===== src/verilog/conv_ctrl_pkg.sv =====
`default_nettype none

package conv_ctrl_pkg;

  // Clock period in picoseconds (250 MHz)
  localparam int unsigned CLK_PERIOD_PS = 4000;

  // Conversion time per enabled channel, in ns
  localparam int unsigned CONV_NOM_NS = 500;
  localparam int unsigned CONV_MIN_NS = 450;
  localparam int unsigned CONV_MAX_NS = 550;

  // Nominal cycles per enabled channel
  localparam int unsigned CONV_CYC_PER_CH =
    (CONV_NOM_NS * 1000) / CLK_PERIOD_PS;
  // Bounds in cycles: least rounds up, longest rounds down
  localparam int unsigned CONV_MIN_CYC_PER_CH =
    (CONV_MIN_NS * 1000 + CLK_PERIOD_PS - 1) / CLK_PERIOD_PS;
  localparam int unsigned CONV_MAX_CYC_PER_CH =
    (CONV_MAX_NS * 1000) / CLK_PERIOD_PS;

  localparam int unsigned NUM_CHAN = 8;
  localparam int unsigned CNT_W = 10;

  // Reset values
  localparam logic BUSY_RST = 1'b0;
  localparam logic SHIFT_CLK_RST = 1'b0;

  typedef enum logic [2:0] {
    ST_IDLE = 3'b001,
    ST_CONV = 3'b010,
    ST_PDN  = 3'b100
  } conv_state_type;

endpackage

`default_nettype wire


===== src/verilog/sampling_conversion_control.sv =====
// Summary of operation
// - Trigger rising edge holds all channels and starts a conversion.
// - All channels sample at one shared instant.
// - Trigger acts whatever the chip-select state.
// - Busy rises at conversion start, falls when it finishes.
// - Power-down high enters power-down; triggers ignored meanwhile.
// - Power-down during conversion takes effect after the conversion ends.
// - Two power-down rises without a conversion cause a global reset.
// - I/O select strap picks differential or CMOS serial mode.
// - Conversion lasts 450 to 550 ns per enabled channel.
// - In CMOS mode forwarded clock is forced low as busy falls.
`timescale 1ns/1ps
`default_nettype none

module sampling_conversion_control #(
  parameter int unsigned NUM_CHAN = conv_ctrl_pkg::NUM_CHAN
) (
  // Clock and reset
  input wire logic sys_clk,
  input wire logic reset_n,
  // Controller requests
  input wire logic conv_trigger,
  input wire logic power_down_req,
  input wire logic chip_select_n,
  input wire logic io_mode_lvds,
  input wire logic [NUM_CHAN-1:0] chan_enable,
  // Serial unit clock toggle request
  input wire logic shift_clk_toggle,
  // Status
  output logic busy,
  output logic [NUM_CHAN-1:0] chan_hold,
  output logic forwarded_shift_clock,
  output logic lvds_mode,
  output logic powered_down,
  output logic global_reset
);

  localparam int unsigned CNT_W = conv_ctrl_pkg::CNT_W;

  conv_ctrl_pkg::conv_state_type state_q;
  logic conv_start;
  logic [conv_ctrl_pkg::CNT_W-1:0] chk_run_q;
  logic [3:0] chk_n_q;
  logic trig_q;
  logic pd_q;
  logic pd_pend_q;
  logic pd_armed_q;
  logic [conv_ctrl_pkg::CNT_W-1:0] cnt_q;
  logic [conv_ctrl_pkg::CNT_W-1:0] conv_len;
  logic [3:0] n_en;
  logic trig_rise;
  logic pd_rise;
  logic conv_done;
  logic soft_rst;

  assign trig_rise = conv_trigger & ~trig_q;
  assign pd_rise = power_down_req & ~pd_q;
  assign conv_done = (state_q == conv_ctrl_pkg::ST_CONV) && (cnt_q == '0);
  assign soft_rst = global_reset;
  assign conv_start = (state_q == conv_ctrl_pkg::ST_IDLE) && trig_rise &&
                      !power_down_req;

  // Count enabled channels, minimum one
  always_comb begin
    n_en = 4'h0;
    for (int i = 0; i < NUM_CHAN; i++) begin
      n_en = n_en + {3'h0, chan_enable[i]};
    end
    if (n_en == 4'h0) begin
      n_en = 4'h1;
    end
  end

  assign conv_len = CNT_W'(n_en * conv_ctrl_pkg::CONV_CYC_PER_CH - 1);

  always_ff @(posedge sys_clk or negedge reset_n) begin
    if (!reset_n) begin
      trig_q <= 1'b0;
      pd_q <= 1'b0;
    end else begin
      trig_q <= conv_trigger;
      pd_q <= power_down_req;
    end
  end

  always_ff @(posedge sys_clk or negedge reset_n) begin
    if (!reset_n) begin
      state_q <= conv_ctrl_pkg::ST_IDLE;
      cnt_q <= '0;
      pd_pend_q <= 1'b0;
    end else if (soft_rst) begin
      state_q <= conv_ctrl_pkg::ST_IDLE;
      cnt_q <= '0;
      pd_pend_q <= 1'b0;
    end else begin
      case (state_q)
        conv_ctrl_pkg::ST_IDLE: begin
          if (pd_rise || power_down_req) begin
            state_q <= conv_ctrl_pkg::ST_PDN;
          end else if (trig_rise) begin
            state_q <= conv_ctrl_pkg::ST_CONV;
            cnt_q <= conv_len;
          end
        end
        conv_ctrl_pkg::ST_CONV: begin
          if (pd_rise) begin
            pd_pend_q <= 1'b1;
          end
          if (cnt_q == '0) begin
            pd_pend_q <= 1'b0;
            state_q <= (pd_pend_q || pd_rise || power_down_req) ?
              conv_ctrl_pkg::ST_PDN : conv_ctrl_pkg::ST_IDLE;
          end else begin
            cnt_q <= cnt_q - 1'b1;
          end
        end
        conv_ctrl_pkg::ST_PDN: begin
          if (!power_down_req) begin
            state_q <= conv_ctrl_pkg::ST_IDLE;
          end
        end
        default: state_q <= conv_ctrl_pkg::ST_IDLE;
      endcase
    end
  end

  always_ff @(posedge sys_clk or negedge reset_n) begin
    if (!reset_n) begin
      pd_armed_q <= 1'b0;
      global_reset <= 1'b0;
    end else begin
      global_reset <= 1'b0;
      // A rise during a conversion still arms; a new start, a soft reset or the rise that fires the reset disarms
      if (soft_rst || conv_start) begin
        pd_armed_q <= 1'b0;
      end else if (pd_rise) begin
        if (pd_armed_q) begin
          global_reset <= 1'b1;
          pd_armed_q <= 1'b0;
        end else begin
          pd_armed_q <= 1'b1;
        end
      end
    end
  end

  always_ff @(posedge sys_clk or negedge reset_n) begin
    if (!reset_n) begin
      busy <= conv_ctrl_pkg::BUSY_RST;
    end else if (soft_rst) begin
      busy <= 1'b0;
    end else if (conv_start) begin
      busy <= 1'b1;
    end else if (conv_done || state_q != conv_ctrl_pkg::ST_CONV) begin
      busy <= 1'b0;
    end
  end

  genvar g;
  generate
    for (g = 0; g < NUM_CHAN; g++) begin : g_hold
      always_ff @(posedge sys_clk or negedge reset_n) begin
        if (!reset_n) begin
          chan_hold[g] <= 1'b0;
        end else if (soft_rst) begin
          chan_hold[g] <= 1'b0;
        end else if (conv_start) begin
          chan_hold[g] <= 1'b1;
        end else if (conv_done) begin
          chan_hold[g] <= 1'b0;
        end
      end
    end
  endgenerate

  // clock forced low at end of conversion in CMOS mode only
  always_ff @(posedge sys_clk or negedge reset_n) begin
    if (!reset_n) begin
      forwarded_shift_clock <= conv_ctrl_pkg::SHIFT_CLK_RST;
    end else if (conv_done && !lvds_mode) begin
      forwarded_shift_clock <= 1'b0;
    end else if (shift_clk_toggle && !chip_select_n) begin
      forwarded_shift_clock <= ~forwarded_shift_clock;
    end
  end

  always_ff @(posedge sys_clk or negedge reset_n) begin
    if (!reset_n) begin
      lvds_mode <= 1'b0;
    end else begin
      lvds_mode <= io_mode_lvds;
    end
  end

  always_ff @(posedge sys_clk or negedge reset_n) begin
    if (!reset_n) begin
      powered_down <= 1'b0;
    end else begin
      powered_down <= (state_q == conv_ctrl_pkg::ST_PDN);
    end
  end

  // Busy run length, kept only for the span check
  always_ff @(posedge sys_clk or negedge reset_n) begin
    if (!reset_n) begin
      chk_run_q <= '0;
      chk_n_q <= 4'h0;
    end else if (conv_start) begin
      chk_run_q <= '0;
      chk_n_q <= n_en;
    end else if (busy) begin
      chk_run_q <= chk_run_q + 1'b1;
    end
  end
endmodule // sampling_conversion_control

`default_nettype wire

===== config.mk =====
export PLATFORM = sky130hd
export DESIGN_NAME = sampling_conversion_control
export DESIGN_NICKNAME = d
export VERILOG_FILES = /design/src/verilog/conv_ctrl_pkg.sv /design/src/verilog/sampling_conversion_control.sv
export SDC_FILE = /design/constraint.sdc
export NUM_CORES = 1
export LEC_CHECK = 0
export ABC_AREA = 1
export BUFFER_PORTS_ARGS = -buffer_cell sky130_fd_sc_hd__buf_2
export CAP_MARGIN = 20
export CORE_ASPECT_RATIO = 1.25
export CORE_MARGIN = 2
export CORE_UTILIZATION = 45
export DETAILED_ROUTE_END_ITERATION = 8
export PLACE_DENSITY = 0.76
export SETUP_SLACK_MARGIN = 0.02
export SYNTH_ARGS = -nofsm -noshare
export SYNTH_HDL_FRONTEND = slang
export SYNTH_SLANG_ARGS = --single-unit
export TNS_END_PERCENT = 100

===== constraint.sdc =====
create_clock -name sys_clk -period 3.5 [get_ports sys_clk]
set_clock_uncertainty 0.2 [all_clocks]
set_input_delay 0.175 -clock sys_clk [delete_from_list [all_inputs] [get_ports sys_clk]]
set_output_delay 0.175 -clock sys_clk [all_outputs]
set_load 0.02 [all_outputs]

* Yosys cells after proc, flatten, opt, wreduce, memory -nomap -nowiden
Index checks and enable logic that the tools add are counted.
** Storage, ports and cells
- Logic and storage cells :: 93
- Flip-flop bits (word level) :: 23
** Operators by class
- Bitwise logic cells :: 5
- Equal/unequal tests :: 10
- Multiplexer cells :: 31
- $mul :: 1
- Add/subtract/negate cells :: 9
- Reductions and logical operators :: 25
** Operators with widths (count)
- 10-bit two-way mux :: 4
- 10-bit case mux with 2 select lines :: 1
- 10-bit by 1-bit subtractor with 10-bit output (second input constant) :: 2
- 1-bit two-way mux :: 18
- 3-bit two-way mux :: 6
- 4-bit by 1-bit adder with 4-bit output :: 4
- 3-bit inequality test (second input constant) :: 4
- 3-bit nonzero test :: 4
- 10-bit logical NOT :: 1
- 4-bit by 7-bit multiplier with 10-bit output (second input constant) :: 1
- 3-bit case mux with 3 select lines :: 1
- 3-bit by 2-bit inequality test with 1-bit output (second input constant) :: 2
- 2-bit nonzero test :: 3
- 1-bit logical AND :: 5
- 1-bit logical OR :: 5
- 3-bit by 1-bit adder with 4-bit output :: 1
- 4-bit logical NOT :: 1
- 4-bit two-way mux :: 1
- 4-bit by 3-bit inequality test with 1-bit output (second input constant) :: 1
- 4-bit AND reduction :: 1
- 2-bit by 1-bit adder with 3-bit output :: 1
- 3-bit by 1-bit equality test with 1-bit output (second input constant) :: 1
- 3-bit by 2-bit equality test with 1-bit output (second input constant) :: 1
- 3-bit equality test (second input constant) :: 1
- other kinds (6) :: 11

* Logic depth before layout (Yosys ltp)
Gate-level depths: netlist (run 1).
- Depth in word-level cells :: 15
- Depth in mapped cells :: 25
- Depth with buffers taken out :: 25

* Worst setup path after synthesis (run 1)
No wires, ideal clock.
- Path kind :: input to register
- Start point :: in chan_enable[0]
- End point :: reg cnt_q[6] in the netlist's numbering
- Data required time :: 3.182 ns
- Data arrival time :: 4.514 ns
- Setup slack :: -1.331 ns
- Stages :: 23
- Cells stage by stage :: inv_1 > fa_1 > fa_1 > fa_1 > inv_1 > ha_1 > nand2_1 > inv_1 > o21ai_1 > inv_1 > fa_1 > inv_1 > fa_1 > inv_1 > ha_1 > nand2_1 > inv_1 > a21oi_1 > nand2_1 > nand2_1 > nand3_1 > nand3_1 > nand2_1
** On the way
- Cells in the longest elaborated chain, start to end :: 15
** RTL lines
- start: declaration :: line sampling_conversion_control.sv:26 : input wire logic [NUM_CHAN-1:0] chan_enable,
- 1-bit by 1-bit adder with 2-bit output (*) :: line sampling_conversion_control.sv:67 : n_en = n_en + {3'h0, chan_enable[i]};
- 2-bit by 1-bit adder with 3-bit output (*) :: line sampling_conversion_control.sv:67
- 3-bit by 1-bit adder with 4-bit output (*) :: line sampling_conversion_control.sv:67
- 4-bit by 1-bit adder with 4-bit output (*) (4 in series) :: line sampling_conversion_control.sv:67
- 4-bit logical NOT :: line sampling_conversion_control.sv:69 : if (n_en == 4'h0) begin
- 4-bit two-way mux (*) :: line sampling_conversion_control.sv:69
- 4-bit by 7-bit multiplier with 10-bit output (*) :: line sampling_conversion_control.sv:74 : assign conv_len = CNT_W'(n_en * conv_ctrl_pkg::CONV_CYC_PER_CH - 1);
- 10-bit by 1-bit subtractor with 10-bit output (*) :: line sampling_conversion_control.sv:74
- 10-bit two-way mux (*) :: line sampling_conversion_control.sv:100 : end else if (trig_rise) begin
- 10-bit two-way mux (*) :: line sampling_conversion_control.sv:98 : if (pd_rise || power_down_req) begin
- 10-bit case mux with 2 select lines (*) :: line sampling_conversion_control.sv:96 : case (state_q)
- 10-bit two-way mux (*) :: line sampling_conversion_control.sv:91 : end else if (soft_rst) begin
- end signal: assignment :: line sampling_conversion_control.sv:102 : cnt_q <= conv_len;
- end signal: assignment :: line sampling_conversion_control.sv:114 : cnt_q <= cnt_q - 1'b1;
- end: declaration :: line sampling_conversion_control.sv:48 : logic [conv_ctrl_pkg::CNT_W-1:0] cnt_q;
Every way passes the cells marked *; elsewhere a longest branch is shown, timed or not. The select of a mux whose other input is x is not followed.
A chain may end at the register's enable or synchronous reset.

* Worst setup path after layout (run 1)
- Start point :: in chan_enable[3]
- End point :: reg cnt_q[9] in the netlist's numbering
** On the way
- Cells in the longest elaborated chain, start to end :: 13
** RTL lines (line)
- 3-bit by 1-bit adder with 4-bit output (*) :: sampling_conversion_control.sv:67
- 4-bit by 1-bit adder with 4-bit output (*) (4 in series) :: sampling_conversion_control.sv:67
- 4-bit logical NOT :: sampling_conversion_control.sv:69
- 4-bit two-way mux (*) :: sampling_conversion_control.sv:69
- 4-bit by 7-bit multiplier with 10-bit output (*) :: sampling_conversion_control.sv:74
- 10-bit by 1-bit subtractor with 10-bit output (*) :: sampling_conversion_control.sv:74
- 10-bit two-way mux (*) :: sampling_conversion_control.sv:100
- 10-bit two-way mux (*) :: sampling_conversion_control.sv:98
- 10-bit case mux with 2 select lines (*) :: sampling_conversion_control.sv:96
- 10-bit two-way mux (*) :: sampling_conversion_control.sv:91
Marked as above.

==> qor.csv, run 1 <==
stage,metric,value,unit
final_layout,finalNetCount,371,
yosys,syn-num-nets,324,
global_routing,grt_pass1_wl,8000,microns
min_path,hold_depth,6,
route,post_drt_wl_per_cell,11.6,microns
final_layout,final_layout_size_suffix_gt1_share,33.8,%
worst_setup_path,reg2reg_depth,5,
yosys,ys_seq_elements,23,
run_status,status,"finished, violations left",
cts,cts_max_level,1,
run_status,violations,negative setup slack,
global_routing,grt_pass1_vias,1966,
sta,hold_viol_final,0,
place,place_hpwl,3590,microns
cts,clk_pin_slew_worst_paths,0.08,ns
global_routing,overflow,0,
yosys,ys_warn_count,0,
route,num_vias,1891,
floorplanning,die_h,80.4,microns
yosys,syn_area_per_cell,7.45,sq um
sta,post-route-period-util,130,%
yosys,synth.distinct_cells,35,
worst_setup_path,worstPathRequired,3.46,ns
yosys,synth_area_leaders,"dfrtp_1 (26%), ha_1 (11%), inv_1 (10%)",
route,drc,0,
sta,setup_viol,7,
cts,clock_latency,0.26,ns
yosys,async_flop_share,100,%
global_routing,antenna_found_initial,0,
worst_setup_path,critPathLaunchType,input port,
sta,max_freq,0.219,GHz
floorplanning,start_util,47.1,%
cts,numCtsBuffers,3,
sta,slew_violations,0,
floorplanning,core_area,0.00446,sq mm
sta,slew-limit-headroom,65.1,%
cts,cts_buffer_depth,2,
worst_setup_path,path_max_fanout,4,
route,first_iter_violations,45,
route,drt_pass1_iterations,4,
route,avgViaCountPerCell,4.90,
route,totalWireLength,4490,microns
sta,tightest_slew,0.524,ns
place,port_buffers,27,
worst_setup_path,worstPathArrival,4.52,ns
route,ant_nets,0,
global_routing,grt_max_degree,24,
floorplanning,ios,28,
yosys,syn_inst,282,
yosys,yosys.area.top_type,dfrtp_1,
sta,finalWorstSetupSlack,-1.06,ns
yosys,synth-main-ff-cell,dfrtp_1,
worst_setup_path,end_kind,flop,
floorplanning,num_rows,27,
min_path,hold_path.class,input port to flop,
cts,clockRootBuffer,clkbuf_8,
place,globalplace.congestion,0.842,
floorplanning,fp.dieW,65.1,microns
worst_setup_path,critPathKind,input port to flop,
run,cap_violations,0,
yosys,seq_area_frac_synth,27.5,%
yosys,synth_edf_count,0,
final_layout,final_util,59.3,%
floorplanning,die_area,0.00523,sq mm
cts,cts.sinks,23,
final_layout,area_growth,25.8,%
global_routing,grt_use_total,19.3,%
cts,cts_tree,yes,
sta,rsz0062_at_grt,true,
sta,min_period,4.56,ns
yosys,yosysTopAreaCellShare,26.2,%
yosys,syn-cell-area,0.00210,sq mm
final_layout,antenna_cells,0,
==> stage by stage <==
stage          cells  hold slack, ns  worst slack [ns]  setup TNS [ns]  area (sq um)
2_1_floorplan    282          -0.321             -1.19           -5.84          2170
3_3_place_gp     377         -0.0219             -1.39           -8.39          2460
3_5_place_dp     377         -0.0197             -1.50           -9.15          2460
4_1_cts          387          0.0488             -1.13           -6.28          2630
5_1_grt          386          0.0853             -1.23           -6.73          2640
6_report         386          0.0463             -1.06           -5.66          2640
==> logic make-up after synthesis <==
group                    Yosys count  share of synthesized area (%)
XOR/XNOR                           6                           2.50
AO/OA/AOI/OAI                     29                           8.28
adder cells (fa/ha/maj)           27                           19.3
AND/OR/NAND/NOR                  127                           28.3
flip-flops                        23                           27.5
buffers and inverters             70                           14.2
==> worst max-delay path: stages <==
cell and delay [ns]:
buf_6 0.07, inv_2 0.03, fa_1 0.54, fa_1 0.42
fa_1 0.45, inv_1 0.08, ha_2 0.18, inv_2 0.04
fa_2 0.56, inv_4 0.04, fa_1 0.52, inv_1 0.05
fa_1 0.49, inv_2 0.05, ha_4 0.24, nand2_2 0.08
nand3_4 0.10, nand2_2 0.09, nand2_1 0.05, nand2_1 0.06
nand3_1 0.07, nand3_1 0.09, nand2_1 0.05
==> layout by cell type, fill, tap and decap left out, types with 4 or more instances in the layout <==
| master | synthesis | final |
|---|---|---|
| o21ai_0 | 11 | 11 |
| inv_1 | 57 | 50 |
| nor2_1 | 18 | 18 |
| ha_1 | 18 | 13 |
| nand2_1 | 57 | 50 |
| a21oi_1 | 7 | 5 |
| nand2_2 | 15 | 21 |
| fa_1 | 9 | 7 |
| dfrtp_1 | 22 | 22 |
| buf_2 | 1 | 25 |
| inv_2 | 2 | 7 |
| nand3_1 | 24 | 21 |
| buf_4 | 7 | 21 |
| dlygate4sd3_1 | 0 | 4 |
==> sequential cells by signal (all words and copies together), names as in the netlist <==
register / flops
state_q: 3
cnt_q: 10
pd_q: 1
pd_armed_q: 1
busy: 1
global_reset: 1
lvds_mode: 1
forwarded_shift_clock: 1
powered_down: 1
pd_pend_q: 1
trig_q: 1
chan_hold: 1
==> layout make-up <==
class                           count  area (sq um)
Sequential cell                    23           577
Multi-Input combinational cell    189          1370
Clock buffer                        3          41.3
Tap cell                           58          72.6
Fill cell                         407          1820
Clock inverter                      1          7.51
Inverter                           60           235
Timing Repair Buffer               52           345
==> path summary, 6_finish.rpt <==
path,start,end,slack (ns)
max in group asynchronous,reset_n,state_q[0],2.52
setup / recovery,chan_enable[3],cnt_q[9],-1.06
min in group asynchronous,reset_n,forwarded_shift_clock,0.21
hold reg to reg,state_q[1],powered_down,0.27
setup reg to reg,state_q[0],cnt_q[1],1.58
hold / removal,chip_select_n,forwarded_shift_clock,0.05
==> per-layer routing <==
metal  wire [microns]  track usage, %  up-vias  part of all wire, %
met4               67            4.38        0                  1.5
li1                 -               -      956                    -
met5                0               0        -                    0
met3              143            1.26        8                  3.2
met1             1710            20.3      875                   38
met2             2570            40.4       52                   57
==> Yosys cell counts (2+ instances only) <==
cell and n:
inv_2 2, xnor2_1 5, o211ai_1 2, nor3_1 2
dfrtp_1 22, buf_4 7, nor2_1 18, o31ai_1 2
nor2_4 2, fa_1 9, nor2_2 3, o21ai_2 2
inv_1 57, nand2_2 15, nand3_2 2, ha_1 18
nand2_1 57, nand3_1 24, a21oi_1 7, o21ai_0 11
==> repair_timing <==
action | 4_1_cts | 5_1_grt
resized for setup | 15 | 7
setup endpoints to repair | 7 | 9
hold buffers | 4 | 0
pin swaps | 18 | 10
buffers inserted | 2 | 0
endpoints found under the hold margin | 25 | 0
Power of run 1 is left out: the tool's default activity adds up to more than one toggle a clock period on the data nets, which glitch-free logic cannot reach.
==> inputs of run 2 (changes only) <==
CORE_ASPECT_RATIO = 1.1   (was 1.25)
==> qor.csv, run 2 (synthesis results as in run 1) <==
stage,metric,value,unit,change
route,ant_nets,0,,unchanged
floorplanning,start_util,46.1,%,-0.98 points
final_layout,reg_top3,"cnt_q x10, state_q x3",,
route,drt_pass1_iterations,4,,unchanged
sta,slew_violations,0,,unchanged
min_path,hold_depth,6,,unchanged
min_path,whs_endpoint,forwarded_shift_clock,,
sta,setup_viol,7,,unchanged
floorplanning,core_area,0.00455,sq mm,+2.1%
final_layout,area_growth,25.1,%,
global_routing,grt_use_total,17.9,%,-1.4 points
cts,clockRootBuffer,clkbuf_8,,
worst_setup_path,r2r_slack,1.55,ns,-0.03 ns
place,dp_slack,-1.52,ns,-0.0195 ns
final_layout,finalNetCount,373,,+0.54%
final_layout,largest_register_ffs,10,,unchanged
final_layout,antenna_cells,0,,unchanged
global_routing,grt_pass1_vias,1800,,-8.4%
min_path,hold_path.class,input port to flop,,
sta,whs,0.0538,ns,+0.00743 ns
worst_setup_path,path_max_fanout,4,,unchanged
place,placed_area,0.00246,sq mm,+0.20%
cts,cts_tree,yes,,
run_status,violations,negative setup slack,,
run,cap_violations,0,,unchanged
worst_setup_path,worstPathArrival,4.62,ns,+0.10 ns
final_layout,final_layout_size_suffix_gt1_share,33.9,%,+0.098 points
global_routing,grt_pass1_wl,7750,microns,-3.2%
min_path,min_from,chip_select_n,,
route,totalWireLength,4430,microns,-1.5%
cts,cts_max_level,1,,unchanged
worst_setup_path,critPathKind,input port to flop,,
place,globalplace.congestion,0.847,,+0.50%
run_status,status,"finished, violations left",,
sta,slew-limit-headroom,65.2,%,+0.099 points
worst_setup_path,critPathLaunchType,input port,,
sta,post-route-period-util,132,%,+1.1 points
cts,clk_pin_slew_worst_paths,0.08,ns,about the same
worst_setup_path,regToRegStartpoint,state_q[0],,
route,num_vias,1850,,-2.2%
worst_setup_path,startpoint,chan_enable[3],,
cts,numCtsBuffers,3,,unchanged
final_layout,final_cell_count_no_fill,386,,unchanged
route,post_drt_wl_per_cell,11.5,microns,-1.5%
place,dpl.cell_count,376,,-0.27%
final_layout,layout_common_cells,"nand2_1 (49), inv_1 (48), buf_2 (25)",,
route,first_iter_violations,69,,+53%
route,drc,0,,unchanged
place,place_hpwl,3460,microns,-3.6%
place,port_buffers,27,,unchanged
sta,min_period,4.60,ns,+0.0398 ns
sta,hold_viol_final,0,,unchanged
cts,clock_latency,0.27,ns,about the same
final_layout,top_register,cnt_q,,
final_layout,mostFrequentLayoutCell,nand2_1,,
worst_setup_path,reg2reg_depth,5,,unchanged
worst_setup_path,end_kind,flop,,
final_layout,postLayoutCellArea,0.00263,sq mm,-0.57%
sta,rsz0062_at_grt,true,,
sta,finalWorstSetupSlack,-1.10,ns,-0.0398 ns
global_routing,antenna_found_initial,0,,unchanged
floorplanning,die_h,75.7,microns,-5.9%
cts,cts_buffer_depth,2,,unchanged
sta,max_freq,0.217,GHz,-0.86%
global_routing,overflow,0,,unchanged
cts,cts.sinks,23,,unchanged
worst_setup_path,worstPathRequired,3.51,ns,+0.05 ns
sta,tightest_slew,0.522,ns,-0.00148 ns
global_routing,grt_max_degree,24,,unchanged
floorplanning,die_area,0.00523,sq mm,about the same
floorplanning,num_rows,26,,-3.7%
route,avgViaCountPerCell,4.79,,-2.2%
floorplanning,fp.dieW,69.1,microns,+6.2%
floorplanning,ios,28,,unchanged
worst_setup_path,reg2reg_to,cnt_q[2],,
==> run 2: how the worst max path moves through the flow <==
stage,cells after the start,to
after floorplan,22,cnt_q[6]
after global placement,24,cnt_q[6]
after detailed placement,23,cnt_q[6]
after CTS,22,cnt_q[6]
after global routing,23,cnt_q[6]
final,23,cnt_q[6]
==> run 2: layout make-up <==
cell class / count / area (sq um)
inverter: 60 / 235
sequential: 23 / 577
multi-input combinational: 189 / 1330
fill: 412 / 1930
tap: 56 / 70.1
clock buffer: 3 / 41.3
timing repair buffer: 54 / 368
clock inverter: 1 / 5.00
==> run 2: metrics by stage <==
step	setup TNS [ns]	util, %
final	-6.09	57.7
after global routing	-7.30	57.7
after CTS	-6.33	57.0
after detailed placement	-9.49	54.0
after global placement	-8.59	54.0
after floorplan	-5.84	-
==> run 2: worst max-delay path: stages <==
cell     delay, ns
buf_6         0.07
inv_2         0.03
fa_1          0.54
fa_1          0.44
fa_1          0.45
inv_1         0.07
ha_2          0.18
inv_2         0.04
fa_2          0.59
inv_4         0.04
fa_1          0.52
inv_2         0.05
fa_1          0.49
inv_2         0.05
ha_4          0.29
nand2_2       0.06
inv_2         0.06
nand4_1       0.12
nand2_1       0.10
nand2_1       0.05
nand3_1       0.07
nand3_1       0.07
nand2_1       0.06
==> run 2: what timing repair did <==
item / CTS / global route
buffers inserted: 1 / 1
hold buffers: 4 / 0
pin swaps: 14 / 12
cloned: 0 / 0
endpoints found under the setup margin: 7 / 9
hold endpoints to repair: 25 / 0
gates resized for setup: 13 / 8
==> run 2: routing by layer <==
layer	up-vias	track usage, %	share of wire, %
li1	960	-	-
met2	34	33.4	53
met4	0	4.14	0.66
met3	4	1.59	3.0
met5	-	0	0
met1	852	22.8	43
Power of run 2 is left out for the same reason.
==> inputs of run 3 (changes only) <==
GPL_TIMING_DRIVEN = 0   (was default)
==> qor.csv, run 3 (synthesis results as in run 1) <==
stage,metric,value,unit,change
floorplanning,core_area,0.00455,sq mm,unchanged
worst_setup_path,worstPathRequired,3.47,ns,-0.04 ns
global_routing,grt_pass1_wl,7600,microns,-1.9%
place,place_hpwl,3280,microns,-5.1%
sta,whs,0.0695,ns,+0.0158 ns
worst_setup_path,startpoint,chan_enable[3],,
route,totalWireLength,4480,microns,+1.2%
final_layout,final_cell_count_no_fill,386,,unchanged
final_layout,area_growth,27.8,%,
worst_setup_path,critPathKind,input port to flop,,
worst_setup_path,cp_slowest_cell,fa_2,,
route,first_iter_violations,55,,-20%
final_layout,finalNetCount,373,,unchanged
final_layout,antenna_cells,0,,unchanged
floorplanning,fp.dieW,69.1,microns,unchanged
route,ant_nets,0,,unchanged
cts,cts_buffer_depth,2,,unchanged
floorplanning,num_rows,26,,unchanged
place,globalplace.congestion,0.844,,-0.34%
sta,post-route-period-util,130,%,-1.7 points
place,port_buffers,27,,unchanged
sta,tightest_slew,0.499,ns,-0.0230 ns
final_layout,final_layout_size_suffix_gt1_share,35.5,%,+1.5 points
sta,tns,-5.40,ns,+0.698 ns
route,drt_pass1_iterations,5,,+1
floorplanning,die_h,75.7,microns,unchanged
floorplanning,ios,28,,unchanged
sta,setup_viol,7,,unchanged
final_layout,reg_top3,"cnt_q x10, state_q x3",,
worst_setup_path,critPathMaxStageDelay,0.60,ns,about the same
worst_setup_path,worstPathCellList,buf_6 -> inv_2 -> fa_1 -> fa_1 -> fa_1 -> inv_2 -> ha_4 -> inv_2 -> fa_2 -> inv_4 -> fa_1 -> inv_2 -> fa_1 -> inv_2 -> ha_4 -> nand2_2 -> nand3_4 -> nand2_4 -> nand2_1 -> nand2_1 -> nand3_2 -> nand3_2 -> nand2_1,,
cts,clockRootBuffer,clkbuf_8,,
global_routing,antenna_found_initial,0,,unchanged
run,cap_violations,0,,unchanged
worst_setup_path,end_kind,flop,,
worst_setup_path,worstPathArrival,4.51,ns,-0.11 ns
cts,cts_max_level,1,,unchanged
run_status,violations,negative setup slack,,
final_layout,mostFrequentLayoutCell,nand2_1,,
global_routing,overflow,0,,unchanged
cts,clock_latency,0.27,ns,about the same
sta,min_period,4.54,ns,-0.0610 ns
worst_setup_path,critPathLaunchType,input port,,
global_routing,grt_use_total,17.8,%,-0.12 points
route,num_vias,1850,,unchanged
final_layout,top_register,cnt_q,,
floorplanning,die_area,0.00523,sq mm,unchanged
route,post_drt_wl_per_cell,11.6,microns,+1.2%
run_status,status,"finished, violations left",,
final_layout,largest_register_ffs,10,,unchanged
sta,rsz0062_at_grt,true,,
route,drc,0,,unchanged
cts,numCtsBuffers,3,,unchanged
place,dpl.cell_count,365,,-2.9%
cts,cts.sinks,23,,unchanged
min_path,min_from,shift_clk_toggle,,
worst_setup_path,regToRegStartpoint,cnt_q[0],,
floorplanning,start_util,46.1,%,unchanged
sta,max_freq,0.220,GHz,+1.3%
final_layout,layout_common_cells,"nand2_1 (50), inv_1 (46), buf_2 (26)",,
min_path,hold_path.class,input port to flop,,
cts,clk_pin_slew_worst_paths,0.09,ns,about the same
route,avgViaCountPerCell,4.79,,unchanged
sta,hold_viol_final,0,,unchanged
global_routing,grt_pass1_vias,1761,,-2.2%
sta,slew_violations,0,,unchanged
sta,slew-limit-headroom,66.7,%,+1.5 points
global_routing,grt_max_degree,24,,unchanged
worst_setup_path,path_max_fanout,4,,unchanged
sta,finalWorstSetupSlack,-1.04,ns,+0.0610 ns
cts,cts_tree,yes,,
run 3: changes by cell type in the layout (fill, tap and decap cells not counted), moves of 2 or more:
| cell | previous run | this run |
|---|---|---|
| nand3_2 | 4 | 6 |
| nand2_2 | 22 | 19 |
| inv_1 | 48 | 46 |
| inv_2 | 9 | 11 |
| nand2_4 | 1 | 3 |
| buf_4 | 21 | 18 |
| nand3_1 | 21 | 18 |
run 3: final cells by class:
type                    instances  area, sq um
plain buffers                  10         72.6
clock buffers                   3         41.3
clock inverters                 1         5.00
fillers                       413         1870
inverters                      60          235
multi-input cells             189         1390
flip-flops and latches         23          577
well taps                      56         70.1
repair buffers                 44          293
run 3: per-stage QoR:
stage	area [sq um]	utilization, %	worst slack [ns]
after floorplan	2170	-	-1.19
after global placement	2380	52.2	-1.53
after detailed placement	2380	52.2	-1.56
after CTS	2590	56.9	-1.08
after global routing	2680	58.9	-1.19
final	2680	58.9	-1.04
run 3: worst max-delay path, delay by kind of cell:
family,cells,cell delay (ns)
AND/OR/NAND/NOR,8,0.58
buffers and inverters,7,0.35
adder cells (fa/ha/maj),8,3.40
run 3: timing repair:
action,in CTS,in global routing
endpoints found under the hold margin,25,0
hold buffers,4,0
endpoints found under the setup margin,7,9
setup buffers,6,7
resized for setup,19,13
pin swaps,18,17
run 3: final timing paths:
| path | to | slack [ns] | cells past startpoint |
|---|---|---|---|
| worst max-delay path | cnt_q[9] | -1.04 | 23 |
| worst min-delay path | forwarded_shift_clock | 0.07 | 5 |
| worst max register to register | cnt_q[8] | 1.71 | 9 |
| worst min register to register | powered_down | 0.27 | 1 |
| max in group asynchronous | state_q[0] | 2.54 | 2 |
| min in group asynchronous | cnt_q[4] | 0.20 | 2 |
run 3: per-layer routing:
metal	part of all wire, %	global-route usage [%]	wire (microns)
met4	1.0	5.88	45
met1	42	21.9	1900
met2	54	33.1	2410
met3	2.8	1.85	124
met5	0	0	0
Power of run 3 is left out for the same reason.
